--- src/cmc_pkg.sv ---
// Package of constants for the core memory configuration register block
`default_nettype none
package cmc_pkg;
    // ==========================================================
    // SFR addresses
    localparam logic [7:0] CMC_ADDR_CONFIG = 8'hAF;
    localparam logic [7:0] CMC_ADDR_SP_HIGH = 8'hB7;
    localparam logic [7:0] CMC_ADDR_SP_LOW = 8'h81;
    // ==========================================================
    // Field positions and reset values
    localparam int CMC_BIT_STACK_EXT = 7;
    localparam int CMC_BIT_XRAM_MAP = 0;
    localparam logic [7:0] CMC_CONFIG_RESET = 8'h00;
    localparam logic [7:0] CMC_CONFIG_IMPL_MASK = 8'h81;
    localparam logic [7:0] CMC_SP_LOW_RESET = 8'h07;
    localparam logic [2:0] CMC_SP_HIGH_RESET = 3'h0;
    // ==========================================================
    // Address space sizes
    localparam int CMC_SP_WIDTH = 11;
    localparam int CMC_XADDR_WIDTH = 24;
    localparam int CMC_INT_XRAM_BITS = 11;
    localparam logic [23:0] CMC_INT_XRAM_LIMIT = 24'h000800;
    // ==========================================================
    // Stack pointer operation codes
    typedef enum logic [1:0] {
        CMC_SP_HOLD = 2'b00,
        CMC_SP_INC = 2'b01,
        CMC_SP_DEC = 2'b11,
        CMC_SP_LOAD = 2'b10
    } cmc_sp_op_t;
endpackage
`default_nettype wire

--- src/cmc_sfr_if.sv ---
// Interface carrying the internal SFR access bundle
`timescale 1ns/100ps
`default_nettype none
interface cmc_sfr_if;
    logic [7:0] addr;
    logic wr;
    logic rd;
    logic [7:0] wdata;
    logic [7:0] rdata;
    logic hit;
    modport master (output addr, output wr, output rd, output wdata,
        input rdata, input hit);
    modport slave (input addr, input wr, input rd, input wdata,
        output rdata, output hit);
endinterface
`default_nettype wire

--- src/cmc_stack_ptr.sv ---
// Stack pointer pair, low byte and gated high byte
`timescale 1ns/100ps
`default_nettype none
module cmc_stack_ptr
    import cmc_pkg::*;
(
    input wire logic clk,
    input wire logic rst_n,
    input wire logic stack_extend_en,
    input wire cmc_sp_op_t sp_op,
    input wire logic [CMC_SP_WIDTH-1:0] sp_load_val,
    cmc_sfr_if.slave sfr,
    output logic [CMC_SP_WIDTH-1:0] stack_ptr
);
    logic [7:0] stack_ptr_low;
    logic [2:0] stack_ptr_high;
    logic [CMC_SP_WIDTH-1:0] next_sp;
    logic wr_low;
    logic wr_high;

    // ==========================================================
    // Pointer step, wrap width depends on the extend bit
    function automatic logic [CMC_SP_WIDTH-1:0] sp_step(
        input logic [CMC_SP_WIDTH-1:0] cur,
        input logic ext,
        input logic up);
        logic [CMC_SP_WIDTH-1:0] full;
        logic [7:0] low;
        full = up ? cur + 11'h001 : cur - 11'h001;
        low = up ? cur[7:0] + 8'h01 : cur[7:0] - 8'h01;
        if (ext) begin
            sp_step = full; // RULE_02
        end else begin
            sp_step = {cur[10:8], low}; // RULE_03
        end
    endfunction

    assign wr_low = sfr.wr && sfr.addr == CMC_ADDR_SP_LOW;
    // High byte writes blocked while extension is off
    assign wr_high = sfr.wr && sfr.addr == CMC_ADDR_SP_HIGH
        && stack_extend_en; // RULE_07

    // Next pointer value
    always_comb begin
        next_sp = {stack_ptr_high, stack_ptr_low};
        case (sp_op)
            CMC_SP_INC: next_sp = sp_step(next_sp, stack_extend_en, 1'b1);
            CMC_SP_DEC: next_sp = sp_step(next_sp, stack_extend_en, 1'b0);
            CMC_SP_LOAD: next_sp = sp_load_val;
            default: next_sp = {stack_ptr_high, stack_ptr_low};
        endcase
        if (wr_low) begin
            next_sp[7:0] = sfr.wdata;
        end
        if (wr_high) begin
            next_sp[10:8] = sfr.wdata[2:0];
        end
        if (!stack_extend_en) begin
            next_sp[10:8] = stack_ptr_high; // RULE_03
        end
    end

    // Low byte register
    always_ff @(posedge clk or negedge rst_n) begin
        if (!rst_n) begin
            stack_ptr_low <= CMC_SP_LOW_RESET;
        end else begin
            stack_ptr_low <= next_sp[7:0];
        end
    end

    // High bits frozen while extension is off
    always_ff @(posedge clk or negedge rst_n) begin
        if (!rst_n) begin
            stack_ptr_high <= CMC_SP_HIGH_RESET;
        end else begin
            stack_ptr_high <= next_sp[10:8];
        end
    end

    // Effective pointer hides high bits in classic mode
    assign stack_ptr = stack_extend_en ? {stack_ptr_high, stack_ptr_low}
        : {3'h0, stack_ptr_low};

    // Read mux; high byte reads as absent unless enabled
    always_comb begin
        sfr.rdata = 8'h00;
        sfr.hit = 1'b0;
        if (sfr.addr == CMC_ADDR_SP_LOW) begin
            sfr.rdata = stack_ptr_low;
            sfr.hit = 1'b1;
        end else if (sfr.addr == CMC_ADDR_SP_HIGH && stack_extend_en) begin
            sfr.rdata = {5'h00, stack_ptr_high}; // RULE_07
            sfr.hit = 1'b1;
        end
    end
endmodule
`default_nettype wire

--- src/cmc_core_memory_config.sv ---
// Core memory configuration register with stack and XRAM decode
// Behaviour
// RULE_01: After reset the config register reads 00, both features off.
// RULE_02: Stack extend set makes one 11-bit pointer, 00FF carries to 0100.
// RULE_03: Stack extend clear disables the high byte; FF wraps to 00.
// RULE_04: Config bits 1 to 6 are unimplemented, ignore writes, read zero.
// RULE_05: Map bit set sends the lowest 2 kbytes of xdata to on-chip RAM.
// RULE_06: Map bit clear leaves the full 16 MB xdata space off chip.
// RULE_07: The high stack byte is neither read nor written unless extended.
`timescale 1ns/100ps
`default_nettype none
module cmc_core_memory_config
    import cmc_pkg::*;
(
    input wire logic sys_clk,
    input wire logic arst_n,
    input wire logic [7:0] sfr_addr,
    input wire logic sfr_wr,
    input wire logic sfr_rd,
    input wire logic [7:0] sfr_wdata,
    output logic [7:0] sfr_rdata,
    output logic sfr_hit,
    input wire cmc_sp_op_t sp_op,
    input wire logic [CMC_SP_WIDTH-1:0] sp_load_val,
    output logic [CMC_SP_WIDTH-1:0] stack_ptr,
    input wire logic xdata_req,
    input wire logic [CMC_XADDR_WIDTH-1:0] xdata_addr,
    output logic xdata_internal,
    output logic xdata_external,
    output logic stack_extend_en,
    output logic internal_xram_map_en
);
    logic rst_sync1;
    logic rst_n;
    logic [7:0] core_memory_config;
    logic cfg_sel;
    logic low_region;
    cmc_sfr_if sp_bus();

    // ==========================================================
    // Reset release through two flops
    always_ff @(posedge sys_clk or negedge arst_n) begin
        if (!arst_n) begin
            rst_sync1 <= 1'b0;
            rst_n <= 1'b0;
        end else begin
            rst_sync1 <= 1'b1;
            rst_n <= rst_sync1;
        end
    end

    // ==========================================================
    // Configuration register, only bits 7 and 0 hold state
    assign cfg_sel = sfr_addr == CMC_ADDR_CONFIG;
    always_ff @(posedge sys_clk or negedge rst_n) begin
        if (!rst_n) begin
            core_memory_config <= CMC_CONFIG_RESET; // RULE_01
        end else if (sfr_wr && cfg_sel) begin
            core_memory_config <= CMC_CONFIG_RESET; // RULE_04
            core_memory_config[CMC_BIT_STACK_EXT] <=
                sfr_wdata[CMC_BIT_STACK_EXT];
            core_memory_config[CMC_BIT_XRAM_MAP] <=
                sfr_wdata[CMC_BIT_XRAM_MAP];
        end
    end
    assign stack_extend_en = core_memory_config[CMC_BIT_STACK_EXT];
    assign internal_xram_map_en = core_memory_config[CMC_BIT_XRAM_MAP];

    // ==========================================================
    // Stack pointer block
    assign sp_bus.addr = sfr_addr;
    assign sp_bus.wr = sfr_wr;
    assign sp_bus.rd = sfr_rd;
    assign sp_bus.wdata = sfr_wdata;
    cmc_stack_ptr u_sp (
        .clk(sys_clk),
        .rst_n(rst_n),
        .stack_extend_en(stack_extend_en),
        .sp_op(sp_op),
        .sp_load_val(sp_load_val),
        .sfr(sp_bus.slave),
        .stack_ptr(stack_ptr)
    );

    // Read mux; unclaimed addresses read zero with no hit
    always_comb begin
        if (cfg_sel) begin
            sfr_rdata = core_memory_config;
            sfr_hit = 1'b1;
        end else begin
            sfr_rdata = sp_bus.rdata;
            sfr_hit = sp_bus.hit;
        end
    end

    // ==========================================================
    // External data decode, purely combinational for MOVX timing
    assign low_region =
        xdata_addr[CMC_XADDR_WIDTH-1:CMC_INT_XRAM_BITS] == '0;
    assign xdata_internal = xdata_req && internal_xram_map_en
        && low_region; // RULE_05
    assign xdata_external = xdata_req && !xdata_internal; // RULE_06
endmodule
`default_nettype wire

--- config.mk ---
export PLATFORM = sky130hd
export DESIGN_NAME = cmc_core_memory_config
export DESIGN_NICKNAME = d
export VERILOG_FILES = /design/src/cmc_pkg.sv /design/src/cmc_sfr_if.sv /design/src/cmc_stack_ptr.sv /design/src/cmc_core_memory_config.sv
export SDC_FILE = /design/constraint.sdc
export NUM_CORES = 1
export LEC_CHECK = 0
export ABC_AREA = 0
export ABC_CLOCK_PERIOD_IN_PS = 2000
export BUFFER_PORTS_ARGS = -buffer_cell sky130_fd_sc_hd__buf_2
export CAP_MARGIN = 10
export CORE_MARGIN = 3
export CORE_UTILIZATION = 41
export DETAILED_ROUTE_END_ITERATION = 12
export PLACE_DENSITY_LB_ADDON = 0.12
export SETUP_SLACK_MARGIN = 0.05
export SLEW_MARGIN = 15
export SYNTH_ARGS = -nofsm -noshare
export SYNTH_HDL_FRONTEND = slang
export SYNTH_HIERARCHICAL = 1
export SYNTH_SLANG_ARGS = --single-unit
--- constraint.sdc ---
create_clock -name sys_clk -period 2 [get_ports sys_clk]
set_clock_uncertainty 0.2 [all_clocks]
set_input_delay 0.4 -clock sys_clk [delete_from_list [all_inputs] [get_ports sys_clk]]
set_output_delay 0.4 -clock sys_clk [all_outputs]
set_load 0.01 [all_outputs]
* Word level (Yosys, flattened, before mapping) *
Index checks and enable logic that the tools add are counted.

operators by class
  add/sub/neg operators = 4
  multiply operators = 0
  div/mod/pow operators = 0
  $lt $le $gt $ge = 0
  eq/ne operators = 8
  shifts and indexed selects = 0
  mux-type cells = 12
  bitwise operators = 0
  reduce and logical (&&, ||, !) cells = 13

operators by type and width
  cell                                                   count
  two-way mux 11 bit                                     3
  case mux 11 bit (3 select lines)                       1
  equality test 8 bit, second input constant             3
  two-way mux 8 bit                                      3
  logical NOT 13 bit                                     1
  adder 11 x 1 -> 11 bit, second input constant          1
  subtractor 11 x 1 -> 11 bit, second input constant     1
  adder 8 x 1 -> 8 bit, second input constant            1
  logical AND 1 bit                                      8
  nonzero test 4 bit                                     2
  subtractor 8 x 1 -> 8 bit, second input constant       1
  two-way mux 3 bit                                      2
  inequality test 3 x 2 -> 1 bit, second input constant  2
  equality test 2 bit, second input constant             2
  AND reduction 4 bit                                    1
  two-way mux 1 bit                                      3
  equality test 2 x 1 -> 1 bit, second input constant    1
  logical NOT 1 bit                                      1

word-level totals
  register bits = 15
  latch bits = 0
  RAM bits = 0
  ROM bits = 0
  bits of input ports = 58
  word-level logic and storage cells = 42
  memories kept = 0

* Depth between registers and ports, before layout *
Gate-level depths: netlist (run 1).

  depth after elaboration = 5
  gate-level depth with buffers = 7
  depth with buffers taken out = 7

* By module *
Netlist (run 1), hierarchy kept.

modules (own cells, without submodules)
  module                  times used  cells each  area each (um2)  sequential area each (um2)
  cmc_stack_ptr           1           156         1,256.2          279.0
  cmc_core_memory_config  1           27          286.5            100.1

* Least setup slack after synthesis (run 1) *
OpenSTA, ideal clock, no wires.

  path kind = input to output
  from = input port sfr_addr[1]
  to = output port sfr_rdata[0]
  arrival time = 1.640 ns
  required time = 1.400 ns
  path slack = -0.240 ns
  stages = 6
  cell sequence = nor4_4 -> and2_1 -> clkbuf_1 -> mux2i_1 -> nor2_1 -> mux2_2

between the ends
  longest elaborated chain between the ends = 5
  elaborated cells on any way between the ends = 7
  classes of those cells = eq/ne: 3; mux: 3; reduce/logical: 1

ends and longest elaborated chain
  what                   RTL line                      text
  start: declaration     cmc_core_memory_config.sv:17  input wire logic [7:0] sfr_addr,
  equality test 8 bit    cmc_stack_ptr.sv:92           end else if (sfr.addr == CMC_ADDR_SP_HIGH && stack_extend_en) begin
  logical AND 1 bit      cmc_stack_ptr.sv:92
  two-way mux 3 bit      cmc_stack_ptr.sv:92
  two-way mux 8 bit (*)  cmc_stack_ptr.sv:89           if (sfr.addr == CMC_ADDR_SP_LOW) begin
  net sp_bus.rdata[0]    cmc_sfr_if.sv:9               logic [7:0] rdata;
  two-way mux 8 bit (*)  cmc_core_memory_config.sv:87  if (cfg_sel) begin
  end: declaration       cmc_core_memory_config.sv:21  output logic [7:0] sfr_rdata,

The timed path passes the listed nets; every way through them passes the cells marked *.

* Worst setup path after layout (run 1) *
  from = input port sfr_addr[6]
  to = output port sfr_rdata[0]

The elaborated chain is that of the path after synthesis.

==> results of run 1 <==
-- stage by stage --
stage	utilization [%]	total power [uW]	setup TNS, ps
2_1_floorplan	-	663	-333
3_3_place_gp	59.7	857	-1930
3_5_place_dp	59.7	861	-1870
4_1_cts	64.4	1140	-744
5_1_grt	68.8	1260	-1450
6_report	68.8	1200	-858
-- Yosys cell counts (all sizes together) (2+ instances only) --
library cell	instances
nand2	13
nor2	13
dfrtp	12
a21oi	11
o21ai	10
xor2	9
and3	8
mux2i	8
buf	7
inv	7
nand3	7
and2b	6
clkbuf	6
nand4	6
and2	4
mux2	4
nor4	4
or3	4
xnor2	4
and4	3
dfstp	3
nor3	3
o211ai	3
o22ai	3
a31oi	2
and4bb	2
ha	2
nand2b	2
nor2b	2
o221ai	2
o32ai	2
-- final cells by class --
cell class / count / area [um2] / share of cell area [%]
inverters: 7 / 26.3 / 1.10
clock buffers: 4 / 45.0 / 1.89
well taps: 46 / 57.6 / 2.41
multi-input cells: 148 / 1150 / 48.1
flip-flops and latches: 15 / 379 / 15.9
repair buffers: 112 / 732 / 30.7
-- flip-flops by register name, indices dropped and copies added, names as in the netlist --
name                 cells
u_sp/stack_ptr_high      3
rst_sync1                1
core_memory_config       2
rst_n                    1
u_sp/stack_ptr_low       8
-- worst min-delay path by stage --
stage | from | slack (ps) | cells after the start | endpoint
5_1_grt | rst_n | 80 | 0 | u_sp/stack_ptr_low[3]
3_3_place_gp | arst_n | -20 | 1 | rst_n
6_report | rst_n | 50 | 0 | u_sp/stack_ptr_low[5]
4_1_cts | rst_n | 70 | 0 | u_sp/stack_ptr_low[6]
3_5_place_dp | arst_n | -10 | 1 | rst_n
2_1_floorplan | arst_n | -100 | 0 | rst_n
-- routing by layer --
layer	vias up	GRT usage [%]	part of all wire (%)
met5	-	0	0
met2	61	39.0	54
met3	5	3.00	4.7
met4	0	8.35	1.3
li1	873	-	-
met1	860	25.9	40
-- timing repair --
action | CTS | global route
cloned | 0 | 1
pin swaps | 8 | 17
hold buffers | 1 | 0
buffers inserted | 4 | 8
endpoints found under the hold margin | 2 | 0
gates resized for setup | 19 | 21
endpoints found under the setup margin | 10 | 17
-- power by group through the flow --
stage,clock (uW),combinational [uW],sequential (uW)
2_1_floorplan,0,245,419
3_3_place_gp,0,439,418
3_5_place_dp,0,443,418
4_1_cts,270,462,412
5_1_grt,280,564,421
6_report,268,519,415
-- cells by family (layout without fill, tap and decap cells) --
| group | count (synthesis) | count (layout) | synth area share, % |
|---|---|---|---|
| adders and majority gates | 2 | 2 | 1.62 |
| muxes | 12 | 12 | 8.60 |
| AOI/OAI and AO/OA | 37 | 37 | 15.1 |
| and+or+nand+nor | 83 | 83 | 34.6 |
| DFF | 15 | 15 | 24.6 |
| buffers and inverters | 20 | 123 | 7.95 |
| other | 1 | 1 | 0.243 |
| xor gates and xnor gates | 13 | 13 | 7.38 |
==> results_tabular.tex, run 1 <==
\begin{tabular}{lr}
\hline
Metric & Value \\
\hline
\multicolumn{2}{l}{\textbf{Clock network}} \\
\quad Maximum clock insertion buffer count & 2 \\
\quad Clock tree from TritonCTS & built \\
\quad Worst-skew pair later-pin latency & 260 ps \\
\quad H-Tree Depth & 1 \\
\quad Root Buffer & sky130\_fd\_sc\_hd\_\_clkbuf\_8 \\
\quad Num Clock Sinks & 15 \\
\quad Number of CTS-inserted buffers & 3 \\
\quad Reg clk slew, reported paths & 70 ps \\
\multicolumn{2}{l}{\textbf{Floorplanning}} \\
\quad Area of the core & 3470 um2 \\
\quad Row count & 21 \\
\quad Area of the die & 4530 um2 \\
\quad Starting utilization of the core area & 44.5\% \\
\quad Horizontal die dimension & 67.3 um \\
\quad Die height & 67.3 um \\
\quad IO Pins & 82 \\
\multicolumn{2}{l}{\textbf{Power}} \\
\quad Power share of the combinational group & 43.2\% \\
\quad Leakage power & 0.00115 uW \\
\quad Switch share & 36.4\% \\
\quad Maximum vdd drop & 0.000310 V \\
\quad Sw power & 437 uW \\
\quad Power density over the cells & 503 nW/um2 \\
\quad Sequential fraction of design power & 34.5\% \\
\quad Clock network fraction of total power & 22.3\% \\
\quad Total internal power & 764 uW \\
\multicolumn{2}{l}{\textbf{Run status}} \\
\quad Violations in the final reports & setup timing \\
\quad Run status & finished with violations \\
\multicolumn{2}{l}{\textbf{Logic synthesis}} \\
\quad Portion of the post-synthesis area used by sequential elements & 24.6\% \\
\quad Combined area of all synthesized cells & 1540 um2 \\
\quad Gate Count Post-Synth & 183 \\
\quad Synth Warn \# & 6 \\
\quad Ranking of synthesized cells by area & sky130\_fd\_sc\_hd\_\_dfrtp\_1 (19\%), sky130\_fd\_sc\_hd\_\_mux2i\_1 (5.2\%), sky130\_fd\_sc\_hd\_\_dfstp\_2 (5.1\%) \\
\quad Fraction of synthesized cell area taken by the top area cell type & 19.5\% \\
\quad Number of flops mapped to enable cells by yosys & 0 \\
\quad Synthesized flop and latch total & 15 \\
\quad Dominant register cell in the synthesized netlist & sky130\_fd\_sc\_hd\_\_dfrtp\_1 \\
\quad Avg Cell Area, Syn & 8.43 um2 \\
\quad Post-synthesis async set-or-reset flop share & 100\% \\
\quad Netlist cell types & 51 \\
\quad Post-Synthesis Net Count & 243 \\
\quad Cell type with the largest total area after synthesis & sky130\_fd\_sc\_hd\_\_dfrtp\_1 \\
\multicolumn{2}{l}{\textbf{Worst setup path}} \\
\quad Reg-to-Reg End & u\_sp/stack\_ptr\_low[6] \\
\quad Count of cell instances traversed by the critical path & 7 \\
\quad Highest cell delay on the worst timing path & 320 ps \\
\quad Required time worst endpoint & 1400 ps \\
\quad Worst path arrival time & 1650 ps \\
\quad Critical Path Sink Type & primary output \\
\quad Category of the worst setup path launch point & primary input \\
\quad Cell family with the largest share of critical-path delay & simple AND/OR/NAND/NOR gates \\
\quad Worst-case register-to-register setup slack & 90 ps \\
\quad Cell count of the worst reg-to-reg path & 5 \\
\quad Standard cell with the maximum stage delay on the critical path & sky130\_fd\_sc\_hd\_\_and4bb\_2 \\
\quad Path type of the worst setup path & in -> out \\
\quad Crit path buf inv count & 2 \\
\quad Worst setup path startpoint & sfr\_addr[6] \\
\quad Largest driver fanout on the critical path & 3 \\
\quad Origin of the critical flop-to-flop path & u\_sp/stack\_ptr\_low[2] \\
\quad Critical path cell sequence & buf\_2, and4bb\_2, and2\_4, mux2i\_1, nor2\_1, mux2\_4, buf\_6 \\
\quad Termination of the worst setup path & sfr\_rdata[0] \\
\multicolumn{2}{l}{\textbf{GRT}} \\
\quad Wire length of the first global-routing pass & 7380 um \\
\quad Number of antenna violations at the first check in global routing & 0 \\
\quad Global router's overall resource usage & 21.7\% \\
\quad Maximum number of pins on one net before global-route repair & 14 \\
\quad Global-route congestion overflow total & 0 \\
\quad Number of global-route vias before repair & 1614 \\
\multicolumn{2}{l}{\textbf{Layout}} \\
\quad Number of antenna cells inserted & 0 \\
\quad Total number of nets in the final design & 347 \\
\quad Fraction of layout instances using a drive strength above 1 & 54.2\% \\
\quad Most frequent standard cell in the layout excluding fill and tap cells & sky130\_fd\_sc\_hd\_\_buf\_2 \\
\quad Count of fill cells added during filler insertion & 287 \\
\quad Finished Cell Area & 2390 um2 \\
\quad Layout Cells excl Fill & 332 \\
\quad Commonest cells after routing, fill and taps aside & sky130\_fd\_sc\_hd\_\_buf\_2 (64), sky130\_fd\_sc\_hd\_\_buf\_4 (35), sky130\_fd\_sc\_hd\_\_nand2\_1 (13) \\
\quad Area added between synthesis and finish & 54.7\% \\
\multicolumn{2}{l}{\textbf{Detailed routing}} \\
\quad 1st-iter DRT viols & 132 \\
\quad Total number of vias & 1799 \\
\quad Number of iterations in the first detailed-routing pass & 4 \\
\quad Vias/cell & 5.42 \\
\quad Remaining antenna violation count after routing & 0 \\
\quad Drt wl/cell & 15.3 um \\
\quad Routed WL & 5100 um \\
\quad Number of DRC violations after detailed routing & 0 \\
\multicolumn{2}{l}{\textbf{Placement}} \\
\quad Pre-CTS setup slack & -252 ps \\
\quad HPWL Detailed & 3660 um \\
\quad Number of buffer cells added on primary ports & 69 \\
\quad Total cell area at the placement stage & 2070 um2 \\
\quad Cell count after placement & 314 \\
\quad Routability congestion estimate from global placement & 0.845 \\
\multicolumn{2}{l}{\textbf{Timing}} \\
\quad Least-Margin Pin Slew & 604 ps \\
\quad Final worst path period need & 2250 ps \\
\quad Max Clk Rate & 445 MHz \\
\quad Final number of setup-violating endpoints & 9 \\
\quad Count of endpoints failing hold in the final timing report & 0 \\
\quad Slew margin rel. & 59.7\% \\
\quad Setup repair after global routing missed its margin & yes \\
\quad Final number of max-transition violations & 0 \\
\quad Final period util & 112\% \\
\quad Final Worst Setup Slack & -250 ps \\
\quad Hold\_ws & 48.9 ps \\
\multicolumn{2}{l}{\textbf{Job}} \\
\quad Max-capacitance violation count & 0 \\
\multicolumn{2}{l}{\textbf{Worst hold path}} \\
\quad Class of the tightest hold or removal check & reg -> async \\
\hline
\end{tabular}
No activity file was read; power rests on OpenSTA's default activity.
==> run 2, diff against run 1 <==
- CAP_MARGIN: 10 -> 20
- CORE_UTILIZATION: 41 -> 30
- SETUP_SLACK_MARGIN: 0.05 -> not set
==> results_tabular.tex, run 2 (synthesized netlist as in run 1, its figures left out) <==
\begin{tabular}{lr}
\hline
Metric & Value \\
\hline
\multicolumn{2}{l}{\textbf{Run status}} \\
\quad Run status & finished with violations \\
\quad Violations in the final reports & setup timing \\
\multicolumn{2}{l}{\textbf{Worst setup path}} \\
\quad Worst path arrival time & 1630 ps \\
\quad Category of the worst setup path launch point & primary input \\
\quad Path type of the worst setup path & in -> out \\
\quad Cell family with the largest share of critical-path delay & simple AND/OR/NAND/NOR gates \\
\quad Largest driver fanout on the critical path & 2 \\
\quad Crit path buf inv count & 2 \\
\quad Required time worst endpoint & 1400 ps \\
\quad Critical path cell sequence & buf\_8, nor4\_4, and2\_4, mux2i\_1, nor2\_1, mux2\_4, buf\_6 \\
\quad Standard cell with the maximum stage delay on the critical path & sky130\_fd\_sc\_hd\_\_nor4\_4 \\
\quad Highest cell delay on the worst timing path & 290 ps \\
\quad Critical Path Sink Type & primary output \\
\multicolumn{2}{l}{\textbf{Layout}} \\
\quad Most frequent standard cell in the layout excluding fill and tap cells & sky130\_fd\_sc\_hd\_\_buf\_2 \\
\quad Layout Cells excl Fill & 350 \\
\quad Number of antenna cells inserted & 0 \\
\quad Fraction of layout instances using a drive strength above 1 & 51.9\% \\
\quad Total number of nets in the final design & 344 \\
\quad Count of fill cells added during filler insertion & 485 \\
\quad Largest registers & u\_sp/stack\_ptr\_low: 8 flops, u\_sp/stack\_ptr\_high: 3 flops, core\_memory\_config: 2 flops \\
\quad Finished Cell Area & 2450 um2 \\
\quad Commonest cells after routing, fill and taps aside & sky130\_fd\_sc\_hd\_\_buf\_2 (58), sky130\_fd\_sc\_hd\_\_buf\_4 (29), sky130\_fd\_sc\_hd\_\_buf\_6 (18) \\
\quad Area added between synthesis and finish & 58.6\% \\
\quad Flip-flop count of the largest register after layout & 8 \\
\quad Top reg by flops & u\_sp/stack\_ptr\_low \\
\multicolumn{2}{l}{\textbf{Detailed routing}} \\
\quad Remaining antenna violation count after routing & 0 \\
\quad Number of DRC violations after detailed routing & 0 \\
\quad Total number of vias & 1748 \\
\quad Drt wl/cell & 14.9 um \\
\quad 1st-iter DRT viols & 67 \\
\quad Number of iterations in the first detailed-routing pass & 4 \\
\quad Vias/cell & 4.99 \\
\quad Routed WL & 5230 um \\
\multicolumn{2}{l}{\textbf{Timing}} \\
\quad Setup repair after global routing missed its margin & yes \\
\quad Final worst path period need & 2230 ps \\
\quad Least-Margin Pin Slew & 603 ps \\
\quad Count of endpoints failing hold in the final timing report & 0 \\
\quad Final Worst Setup Slack & -228 ps \\
\quad Final number of max-transition violations & 0 \\
\quad Max Clk Rate & 449 MHz \\
\quad Hold\_ws & 48.7 ps \\
\quad Total negative slack & -1000 ps \\
\quad Final number of setup-violating endpoints & 9 \\
\quad Slew margin rel. & 59.8\% \\
\quad Final period util & 111\% \\
\multicolumn{2}{l}{\textbf{Floorplanning}} \\
\quad Die height & 77.7 um \\
\quad Starting utilization of the core area & 31.8\% \\
\quad Area of the core & 4850 um2 \\
\quad Area of the die & 6040 um2 \\
\quad IO Pins & 82 \\
\quad Row count & 25 \\
\quad Horizontal die dimension & 77.7 um \\
\multicolumn{2}{l}{\textbf{GRT}} \\
\quad Number of global-route vias before repair & 1691 \\
\quad Wire length of the first global-routing pass & 8200 um \\
\quad Number of antenna violations at the first check in global routing & 0 \\
\quad Global router's overall resource usage & 16.8\% \\
\quad Maximum number of pins on one net before global-route repair & 20 \\
\quad Global-route congestion overflow total & 0 \\
\multicolumn{2}{l}{\textbf{Clock network}} \\
\quad Root Buffer & sky130\_fd\_sc\_hd\_\_clkbuf\_8 \\
\quad H-Tree Depth & 1 \\
\quad Reg clk slew, reported paths & 60 ps \\
\quad Clock tree from TritonCTS & built \\
\quad Number of CTS-inserted buffers & 3 \\
\quad Worst-skew pair later-pin latency & 250 ps \\
\quad Num Clock Sinks & 15 \\
\quad Maximum clock insertion buffer count & 2 \\
\multicolumn{2}{l}{\textbf{Placement}} \\
\quad Pre-CTS setup slack & -298 ps \\
\quad HPWL Detailed & 3920 um \\
\quad Number of buffer cells added on primary ports & 69 \\
\quad Total cell area at the placement stage & 2120 um2 \\
\quad Cell count after placement & 337 \\
\quad Routability congestion estimate from global placement & 0.813 \\
\multicolumn{2}{l}{\textbf{Job}} \\
\quad Max-capacitance violation count & 0 \\
\multicolumn{2}{l}{\textbf{Power}} \\
\quad Maximum vdd drop & 0.000385 V \\
\quad Power density over the cells & 481 nW/um2 \\
\quad Leakage power & 0.00116 uW \\
\multicolumn{2}{l}{\textbf{Worst hold path}} \\
\quad Class of the tightest hold or removal check & reg -> async \\
\hline
\end{tabular}
[run 2: power breakdown]
part	switching [uW]	internal, uW	total [uW]
clock network	110	141	251
registers	60.8	350	410
logic	246	271	516
total	417	761	1180
[run 2: worst paths after layout]
| kind | start | end | slack, ps | depth (start not counted) |
|---|---|---|---|---|
| max in group asynchronous | rst_n | u_sp/stack_ptr_high[2] | 1160 | 0 |
| setup reg to reg | u_sp/stack_ptr_low[0] | u_sp/stack_ptr_low[4] | 80 | 7 |
| min in group sys_clk | sfr_wdata[4] | u_sp/stack_ptr_low[4] | 140 | 3 |
| hold / removal | rst_n | u_sp/stack_ptr_low[5] | 50 | 0 |
| setup / recovery | sfr_addr[5] | sfr_rdata[0] | -230 | 7 |
| hold reg to reg | rst_n | u_sp/stack_ptr_low[5] | 50 | 0 |
[run 2: per-layer routing]
| layer | GRT usage (%) | part of all wire [%] | vias up |
|---|---|---|---|
| met2 | 29.2 | 51 | 41 |
| li1 | - | - | 867 |
| met3 | 3.25 | 4.3 | 4 |
| met1 | 21.7 | 44 | 836 |
| met5 | 0 | 0 | - |
| met4 | 2.85 | 0.92 | 0 |
[run 2: area by class of cell]
| class | instances | area [um2] | share of cell area, % |
|---|---|---|---|
| Timing Repair Buffer | 109 | 771 | 31.5 |
| Inverter | 7 | 26.3 | 1.07 |
| Clock buffer | 4 | 45.0 | 1.84 |
| Multi-Input combinational cell | 148 | 1140 | 46.7 |
| Sequential cell | 15 | 379 | 15.5 |
| Tap cell | 67 | 83.8 | 3.43 |
[run 2: worst reg2reg max path, cell delays in order, from the launching register on]
cell                       delay [ps]
sky130_fd_sc_hd__dfstp_2          560
sky130_fd_sc_hd__inv_1             70
sky130_fd_sc_hd__ha_2             220
sky130_fd_sc_hd__and4bb_2         240
sky130_fd_sc_hd__a31oi_2          190
sky130_fd_sc_hd__xnor2_1           90
sky130_fd_sc_hd__o211ai_1         170
sky130_fd_sc_hd__nand2_1           70
[run 2: timing repair]
| item | 4_1_cts | 5_1_grt |
|---|---|---|
| hold endpoints to repair | 2 | 0 |
| pin swaps | 9 | 11 |
| setup buffers | 4 | 4 |
| hold buffers | 1 | 0 |
| resized for setup | 21 | 24 |
| endpoints found under the setup margin | 9 | 14 |
[run 2: through the flow]
step / total power (uW) / utilization (%)
2_1_floorplan: 663 / -
3_3_place_gp: 877 / 43.8
3_5_place_dp: 878 / 43.8
4_1_cts: 1150 / 47.4
5_1_grt: 1260 / 50.5
6_report: 1180 / 50.5
